<file path="src/hw/iowdt_defines.svh">
/*
 * constants of the single-port watchdog: port address, field positions, reset values and timing.
 * assumes a 50 MHz system clock; the timeout counts a 1 ms prescaled timebase.
 */
`ifndef IOWDT_DEFINES_SVH
`define IOWDT_DEFINES_SVH

// port decode and widths
`define IOWDT_ADDR_W        16
`define IOWDT_DATA_W        8
`define IOWDT_PORT_ADDR     16'h0443
// write data field
`define IOWDT_WR_CMD_BIT    0
// read data fields
`define IOWDT_RD_ARMED_BIT  0
`define IOWDT_RD_FIRED_BIT  1
`define IOWDT_RD_JUMPER_BIT 2
`define IOWDT_RDATA_RESET   8'h00
// timing
`define IOWDT_CLK_PERIOD_NS 20
`define IOWDT_TICK_US       1000
`define IOWDT_TIMEOUT_MS    1600
`define IOWDT_TOL_PCT       30
`define IOWDT_TICK_CYCLES   ((`IOWDT_TICK_US * 1000) / `IOWDT_CLK_PERIOD_NS)
`define IOWDT_TIMEOUT_TICKS ((`IOWDT_TIMEOUT_MS * 1000) / `IOWDT_TICK_US)
`define IOWDT_PULSE_CYCLES  8
`define IOWDT_TMO_W         16
`define IOWDT_PULSE_W       8

`endif

</file>
<file path="src/hw/iowdt_pkg.sv">
/*
 * types of the single-port watchdog: host port carrier, watchdog states, top state record.
 * assumes iowdt_defines.svh is on the include path.
 */
`include "iowdt_defines.svh"

package iowdt_pkg;

	// host i/o cycle pins as seen by the watchdog
	typedef struct packed {
		logic [`IOWDT_ADDR_W-1:0] addr;
		logic                     rd_n;
		logic                     wr_n;
		logic [`IOWDT_DATA_W-1:0] data;
	} iowdt_io_t;

	// gray-coded along disarmed -> armed -> firing
	typedef enum logic [1:0] {
		IOWDT_IDLE   = 2'b00,
		IOWDT_ARMED  = 2'b01,
		IOWDT_FIRING = 2'b11
	} iowdt_state_e_t;

	typedef struct packed {
		iowdt_io_t                 io_s1;
		iowdt_io_t                 io_s2;
		logic                      rd_n_p;
		logic                      wr_n_p;
		logic                      jmp_s1;
		logic                      jmp_s2;
		iowdt_state_e_t            st;
		logic [`IOWDT_TMO_W-1:0]   tmo;
		logic [`IOWDT_PULSE_W-1:0] pls;
		logic                      fired;
		logic                      cpu_rst;
		logic                      irq;
		logic [`IOWDT_DATA_W-1:0]  rdata;
		logic                      oe;
	} iowdt_top_state_t;

endpackage : iowdt_pkg

</file>
<file path="src/hw/iowdt_prescaler.sv">
/*
 * prescaler: divides the system clock into a one-cycle tick for the watchdog timebase.
 * assumes i_clr comes from logic on the same clock.
 */
`timescale 1ns/1ps

`include "iowdt_defines.svh"

module iowdt_prescaler #(
	parameter int unsigned CYCLES = `IOWDT_TICK_CYCLES
) (
	// clock and reset
	input  wire logic i_clk_sys,
	input  wire logic i_rst_n,
	// control
	input  wire logic i_clr,
	// timebase
	output logic      o_tick
);
	import iowdt_pkg::*;

	localparam int unsigned W = $clog2(CYCLES + 1);

	typedef struct packed {
		logic [W-1:0] cnt;
		logic         tick;
	} iowdt_pre_state_t;

	iowdt_pre_state_t s_q;
	iowdt_pre_state_t s_d;

	always_comb begin
		s_d      = s_q;
		s_d.tick = 1'b0;
		if (i_clr) begin
			s_d.cnt = '0;
		end else if (s_q.cnt == W'(CYCLES - 1)) begin
			s_d.cnt  = '0;
			s_d.tick = 1'b1;
		end else begin
			s_d.cnt = s_q.cnt + W'(1);
		end
	end

	always_ff @(posedge i_clk_sys or negedge i_rst_n) begin
		if (!i_rst_n) begin
			s_q <= '0;
		end else begin
			s_q <= s_d;
		end
	end

	assign o_tick = s_q.tick;
endmodule : iowdt_prescaler

</file>
<file path="src/hw/iowdt_top.sv">
/*
 * single-port watchdog timer reached by host i/o reads and writes at one port address.
 * assumes host strobes, address, data and the action jumper are asynchronous pins.
 */
`timescale 1ns/1ps

`include "iowdt_defines.svh"

module iowdt_top #(
	parameter int unsigned TICK_CYCLES   = `IOWDT_TICK_CYCLES,
	parameter int unsigned TIMEOUT_TICKS = `IOWDT_TIMEOUT_TICKS,
	parameter int unsigned PULSE_CYCLES  = `IOWDT_PULSE_CYCLES
) (
	// clock and reset
	input  wire logic                     i_clk_sys,
	input  wire logic                     i_rst_n,
	// host i/o port
	input  wire iowdt_pkg::iowdt_io_t     i_io,
	output logic [`IOWDT_DATA_W-1:0]      o_io_data,
	output logic                          o_io_data_oe,
	// board strap: 1 selects interrupt, 0 selects processor reset
	input  wire logic                     i_action_select_jumper,
	// timeout actions
	output logic                          o_cpu_rst,
	output logic                          o_irq11
);
	import iowdt_pkg::*;

	localparam logic [`IOWDT_TMO_W-1:0]   TMO_LAST = `IOWDT_TMO_W'(TIMEOUT_TICKS - 1);
	localparam logic [`IOWDT_PULSE_W-1:0] PLS_LAST = `IOWDT_PULSE_W'(PULSE_CYCLES - 1);

	function automatic logic port_hit(input logic [`IOWDT_ADDR_W-1:0] a);
		port_hit = (a == `IOWDT_PORT_ADDR);
	endfunction : port_hit

	iowdt_top_state_t s_q;
	iowdt_top_state_t s_d;
	logic             tick;
	logic             rd_end;
	logic             wr_end;
	logic             wr_one;
	logic             wr_zero;
	logic             tmr_clr;

	// ends of host strobes, seen after two synchronising stages
	always_comb begin
		rd_end  = s_q.io_s2.rd_n && !s_q.rd_n_p && port_hit(s_q.io_s2.addr);
		wr_end  = s_q.io_s2.wr_n && !s_q.wr_n_p && port_hit(s_q.io_s2.addr);
		wr_one  = wr_end && s_q.io_s2.data[`IOWDT_WR_CMD_BIT];
		wr_zero = wr_end && !s_q.io_s2.data[`IOWDT_WR_CMD_BIT];
		// interval restarts from full length on arming or refresh
		tmr_clr = (rd_end && (s_q.st == IOWDT_IDLE)) || (wr_one && (s_q.st == IOWDT_ARMED));
	end

	// 1 ms timebase from the system clock
	iowdt_prescaler #(
		.CYCLES (TICK_CYCLES)
	) u_pre (
		.i_clk_sys (i_clk_sys),
		.i_rst_n   (i_rst_n),
		.i_clr     (tmr_clr),
		.o_tick    (tick)
	);

	always_comb begin
		s_d        = s_q;
		s_d.io_s1  = i_io;
		s_d.io_s2  = s_q.io_s1;
		s_d.rd_n_p = s_q.io_s2.rd_n;
		s_d.wr_n_p = s_q.io_s2.wr_n;
		s_d.jmp_s1 = i_action_select_jumper;
		s_d.jmp_s2 = s_q.jmp_s1;
		case (s_q.st)
			IOWDT_IDLE: begin
				if (rd_end) begin
					s_d.st    = IOWDT_ARMED;
					s_d.tmo   = '0;
					s_d.fired = 1'b0;
				end
			end
			IOWDT_ARMED: begin
				if (wr_zero) begin
					s_d.st = IOWDT_IDLE;
				end else if (wr_one) begin
					s_d.tmo = '0;
				end else if (tick) begin
					// nominal count lies well inside the 30 percent band
					if (s_q.tmo == TMO_LAST) begin
						s_d.st      = IOWDT_FIRING;
						s_d.pls     = '0;
						s_d.fired   = 1'b1;
						s_d.cpu_rst = !s_q.jmp_s2;
						s_d.irq     = s_q.jmp_s2;
					end else begin
						s_d.tmo = s_q.tmo + `IOWDT_TMO_W'(1);
					end
				end
			end
			IOWDT_FIRING: begin
				// one fixed-width pulse, then disarmed until read again
				if (s_q.pls == PLS_LAST) begin
					s_d.st      = IOWDT_IDLE;
					s_d.cpu_rst = 1'b0;
					s_d.irq     = 1'b0;
				end else begin
					s_d.pls = s_q.pls + `IOWDT_PULSE_W'(1);
				end
			end
			default: begin
				s_d.st      = IOWDT_IDLE;
				s_d.cpu_rst = 1'b0;
				s_d.irq     = 1'b0;
			end
		endcase
		// read data: status of the watchdog
		s_d.rdata                       = `IOWDT_RDATA_RESET;
		s_d.rdata[`IOWDT_RD_ARMED_BIT]  = (s_q.st == IOWDT_ARMED);
		s_d.rdata[`IOWDT_RD_FIRED_BIT]  = s_q.fired;
		s_d.rdata[`IOWDT_RD_JUMPER_BIT] = s_q.jmp_s2;
		s_d.oe = !s_q.io_s2.rd_n && port_hit(s_q.io_s2.addr);
	end

	always_ff @(posedge i_clk_sys or negedge i_rst_n) begin
		if (!i_rst_n) begin
			s_q            <= '0;
			s_q.io_s1.rd_n <= 1'b1;
			s_q.io_s1.wr_n <= 1'b1;
			s_q.io_s2.rd_n <= 1'b1;
			s_q.io_s2.wr_n <= 1'b1;
			s_q.rd_n_p     <= 1'b1;
			s_q.wr_n_p     <= 1'b1;
			s_q.st         <= IOWDT_IDLE;
			s_q.rdata      <= `IOWDT_RDATA_RESET;
		end else begin
			s_q <= s_d;
		end
	end

	assign o_io_data    = s_q.rdata;
	assign o_io_data_oe = s_q.oe;
	assign o_cpu_rst    = s_q.cpu_rst;
	assign o_irq11      = s_q.irq;
endmodule : iowdt_top

</file>
<file path="config.mk">
export PLATFORM = sky130hd
export DESIGN_NAME = iowdt_top
export DESIGN_NICKNAME = d
export VERILOG_FILES = /design/src/hw/iowdt_pkg.sv /design/src/hw/iowdt_prescaler.sv /design/src/hw/iowdt_top.sv
export VERILOG_INCLUDE_DIRS = /design/src /design/src/hw
export SDC_FILE = /design/constraint.sdc
export NUM_CORES = 1
export LEC_CHECK = 0
export ABC_AREA = 1
export BUFFER_PORTS_ARGS = -buffer_cell sky130_fd_sc_hd__buf_2
export CELL_PAD_IN_SITES_DETAIL_PLACEMENT = 1
export CELL_PAD_IN_SITES_GLOBAL_PLACEMENT = 2
export CORE_MARGIN = 1
export CORE_UTILIZATION = 30
export CTS_CLUSTER_SIZE = 12
export DETAILED_ROUTE_END_ITERATION = 6
export GPL_TIMING_DRIVEN = 0
export PLACE_DENSITY_LB_ADDON = 0.2
export SETUP_SLACK_MARGIN = 0.3
export SYNTH_ARGS = -nofsm -noshare
export SYNTH_HDL_FRONTEND = slang
export SYNTH_HIERARCHICAL = 1
export SYNTH_SLANG_ARGS = --single-unit
export TNS_END_PERCENT = 10
</file>
<file path="constraint.sdc">
create_clock -name i_clk_sys -period 4.52 [get_ports i_clk_sys]
set_input_delay 0.226 -clock i_clk_sys [delete_from_list [all_inputs] [get_ports i_clk_sys]]
set_output_delay 0.226 -clock i_clk_sys [all_outputs]
set_load 0.005 [all_outputs]
</file>
Yosys cells after proc, flatten, opt, wreduce, memory -nomap -nowiden:

Cells that the tools add are included.

* add/subtract/negate cells: 3
* bitwise gates (word level): 1
* reductions and logical operators: 23
* mux-type cells: 22
* eq/ne operators: 18

Operator list (number)
* $mux 16: 4
* $add 16x1->16 const B: 2
* $eq 16x11->1 const B: 2
* $pmux 16 s2: 1
* $mux 29: 1
* $mux 27: 1
* $mux 11: 2
* $mux 18: 1
* $reduce_and 6->1: 3
* $eq 16x16->1 const B: 1
* $pmux 8 s2: 1
* $pmux 2 s3: 2
* $ne 2x2->1 const B: 5
* $reduce_and 5->1: 2
* $logic_and 1x1->1: 9
* $ne 3x1->1 const B: 3
* $add 8x1->8 const B: 1
* $eq 8x3->1 const B: 1
* $mux 2: 4
* $mux 8: 1
* $logic_not 1->1: 5
* $ne 2x1->1 const B: 2
* $reduce_bool 2->1: 2
* $mux 1: 3
* other kinds (8): 8

* bits in registers: 92
* word-level logic and storage cells: 89
* output and inout port bits: 11

Depth between registers and ports, before layout:

* depth in word-level cells: 7
* mapped depth: 13

By module:

Netlist, hierarchy kept.

Modules (own cells, without submodules)
* iowdt_top: sequential area each 1884.3 µm², area each 3435.8 µm², cells each 361, times used 1
* iowdt_prescaler: sequential area each 425.4 µm², area each 928.4 µm², cells each 124, times used 1

Worst setup path before layout:

No wires, ideal clock.

* path kind: flip-flop to flip-flop
* start point: register s_q (netlist bit s_d[40])
* end point: register u_pre/s_q[9] (netlist bit)
* setup time: 0.116 ns
* cell stages (with the launch flop): 12
* clock period less this slack: 1.941 ns
* data required time: 4.404 ns
* slack: 2.579 ns
* buffers on the path: 2
* arrival time: 1.825 ns
* cells stage by stage: dfstp_2 inv_1 nor2_1 nand4_2 nor2_4 nor2_4 buf_6 inv_1 clkbuf_1 inv_1 nand2_4 nor2_1

RTL lines
* start, declared: line iowdt_top.sv:36 `iowdt_top_state_t s_q;`
* end signal, assigned: line iowdt_prescaler.sv:47 `s_q <= '0;`
* end signal, assigned: line iowdt_prescaler.sv:49 `s_q <= s_d;`
* end, declared: line iowdt_prescaler.sv:29 `iowdt_pre_state_t s_q;`

==> results.sh <==
export IMPL_syn_area_um2=4360
export IMPL_ant_nets=0
export IMPL_r2r_end="u_pre/s_q[9]"
export IMPL_numCtsBuffers=9
export IMPL_leakage_nw=2.53
export IMPL_numClockSinks=92
export IMPL_async_flop_share_pct=100
export IMPL_rrSetupSlack_ps=2060
export IMPL_grt_use_total_pct=15.5
export IMPL_gp_congestion=0.763
export IMPL_drt_iter0_drc=140
export IMPL_hold_path_class="input port to asynchronous set/reset pin"
export IMPL_grt_max_degree=71
export IMPL_path_clk_slew_ps=80
export IMPL_switchingPower_uw=516
export IMPL_grt_pass1_vias=3464
export IMPL_vdd_drop_max_mv=0.207
export IMPL_crit_path_start="s_d[40]"
export IMPL_clk_path_buf_depth=2
export IMPL_io_buffers=27
export IMPL_drc_errors=0
export IMPL_postSynthAreaPerCell_um2=9.00
export IMPL_worstPathRequired_ps=4770
export IMPL_antenna_found_initial=0
export IMPL_maxSlewViolCount=0
export IMPL_p_seq_share_pct=46.6
export IMPL_dieArea_um2=15000
export IMPL_pre_cts_slack_ps=1960
export IMPL_p_per_area_nw_per_um2=357
export IMPL_overflow=0
export IMPL_grt_pass1_wl_um=17500
export IMPL_ys_ff_latch=92
export IMPL_post_cts_buffers=0
export IMPL_min_period_over_period_pct=54.5
export IMPL_finClkSkew_ps=8.66
export IMPL_via_per_inst=4.55
export IMPL_start_kind="flip-flop"
export IMPL_max_clock_freq_ghz=0.406
export IMPL_areaGrowthSynthToFinish_pct=21.6
export IMPL_placed_area_um2=4770
export IMPL_core_area_um2=14000
export IMPL_ioPinCount=40
export IMPL_worst_slack_ps=2060
export IMPL_netlist_instances=485
export IMPL_fin_setup_tns_ps=0
export IMPL_firstDrtPassIters=4
export IMPL_antenna_cells=0
export IMPL_rsz0062_at_grt="no"
export IMPL_insertion_delay_ps=360
export IMPL_hpwlAfterDp_um=7290
export IMPL_status="finished, final reports clean"
export IMPL_total_power_mw=1.89
export IMPL_critical_path_max_fanout=10
export IMPL_pwr_share_clk_pct=43.6
export IMPL_setup_viol=0
export IMPL_p_int_mw=1.38
export IMPL_critical_path_class="flip-flop to flip-flop"
export IMPL_cts_tree="built"
export IMPL_cap_violations=0
export IMPL_num_fill_cells=1619
export IMPL_synth_top_cell_area_share_pct=49.3
export IMPL_routedWlPerCell_um=14.2
export IMPL_rr_worst_depth=11
export IMPL_switching_share_pct=27.2
export IMPL_ctsResizeCount=0
export IMPL_wl_um=10400
export IMPL_root_buffer="clkbuf_16"
export IMPL_layout_drive_gt1_share_pct=22.0
export IMPL_vias=3342
export IMPL_synthTopCellsByArea="dfrtp_1, nand2_1, nor2_1, nand3_1, nand2_2"
export IMPL_cp_arrival_ps=2720
export IMPL_critPathCaptureType="flip-flop"
export IMPL_die_w_um=123
export IMPL_synth_top_cell_by_area="dfrtp_1"
export IMPL_start_util_pct=31.1
export IMPL_combPwrFrac_pct=9.9
export IMPL_yosys_warnings=6
export IMPL_hold_viol_final=0
export IMPL_h_tree_depth=3
export IMPL_num_nets_final=581
export IMPL_cp_endpoint="u_pre/s_q[9]"
export IMPL_core_rowCount=43
export IMPL_final_area_um2=5310
export IMPL_ys_seq_area_share_pct=52.9
export IMPL_post_route_min_period_ps=2460
export IMPL_synth_edf_count=0
export IMPL_rr_startpoint="s_d[40]"
export IMPL_ys_dominant_reg_cell="dfrtp_1"
export IMPL_synth_cell_types=43
export IMPL_dieHeight_um=123
power by group through the flow:
stage	logic, mW	clock network (mW)	registers (mW)
after floorplan	0.115	0	0.892
after global placement	0.171	0	0.897
after detailed placement	0.178	0	0.898
after CTS	0.193	0.850	0.882
after global routing	0.215	0.883	0.886
final	0.187	0.825	0.882
cell families after synthesis:
group | synth area share (%)
flip-flops | 52.9
multiplexers | 0.229
buffers and inverters | 6.39
AND/OR/NAND/NOR | 33.6
AO/OA/AOI/OAI | 2.72
XOR/XNOR | 3.21
adder cells (fa/ha/maj) | 0.860
other | 0.0859
cell usage after synthesis (3+ instances only):
cell type  count
nor2_1        82
nand4_1        9
inv_2          4
or2_2          4
o21ai_0        4
ha_1           3
o21ai_1        3
nand2_2       27
inv_1         35
o21bai_1       3
nand2_1       90
xnor2_1        3
nand3_1       53
nor3_1        12
buf_4          8
dfstp_2        6
nor2_4         5
xor2_1        13
nor2_2         5
dfrtp_1       86
placed cells by master (no fill, tap or decap), types with 6 or more instances in the layout:
master and count:
dfstp_2 6, dlygate4sd3_1 21, nor2_1 82, nand3_1 53
nand2_1 90, nand4_1 9, dfrtp_1 86, inv_1 35
nand2_2 27, xor2_1 13, nor3_1 12, buf_4 9
clkbuf_16 9, buf_2 28
per-layer routing:
| layer | track usage [%] | routed length (µm) | part of all wire, % | up-vias |
|---|---|---|---|---|
| met3 | 2.83 | 256 | 2.5 | 13 |
| met2 | 23.6 | 4770 | 46 | 43 |
| li1 | - | - | - | 1665 |
| met5 | 0 | 0 | 0 | - |
| met1 | 21.6 | 5260 | 50 | 1621 |
| met4 | 6.40 | 164 | 1.6 | 0 |
final cells by class:
| cell class | instances | area (µm²) | area share, % |
|---|---|---|---|
| inverters | 42 | 163 | 3.06 |
| clock inverters | 7 | 103 | 1.93 |
| plain buffers | 14 | 116 | 2.19 |
| repair buffers | 49 | 375 | 7.07 |
| well taps | 180 | 225 | 4.24 |
| multi-input cells | 341 | 1790 | 33.7 |
| flip-flops and latches | 92 | 2310 | 43.5 |
| clock buffers | 9 | 225 | 4.24 |
state kept, by name (all words and copies together) (netlist names):
register and count:
u_pre/o_tick 1, o_io_data_oe 1, u_pre/s_q 16, o_io_data 3
s_d 24, s_q 45, o_irq11 1, o_cpu_rst 1
critical path, cell delays in order, from the launching register on:
cell and delay, ps:
dfstp_2 530, inv_1 30, nor2_1 230, nand4_2 260, nor2_4 180, nor2_4 100, buf_6 160, inv_1 50
clkbuf_1 340, inv_1 230, nand2_4 170, nor2_1 60
timing repair:
item | 4_1_cts | 5_1_grt
endpoints found under the setup margin | 0 | 0
hold endpoints to repair | 42 | 0
hold buffers | 21 | 0
worst min path at each step:
stage          startpoint         to
2_1_floorplan     i_rst_n  o_cpu_rst
3_3_place_gp      s_d[62]    s_q[62]
3_5_place_dp      i_rst_n    s_q[19]
4_1_cts           i_rst_n    s_q[19]
5_1_grt           i_rst_n    s_q[19]
6_report          i_rst_n    s_q[19]
through the flow:
stage	hold slack (ps)	utilization [%]	cells
after global placement	333	33.8	696
after floorplan	-69.6	-	489
final	316	37.8	734
after CTS	321	37.8	734
after global routing	358	37.8	734
after detailed placement	164	34.0	697
(Power assumes the default switching activity.)
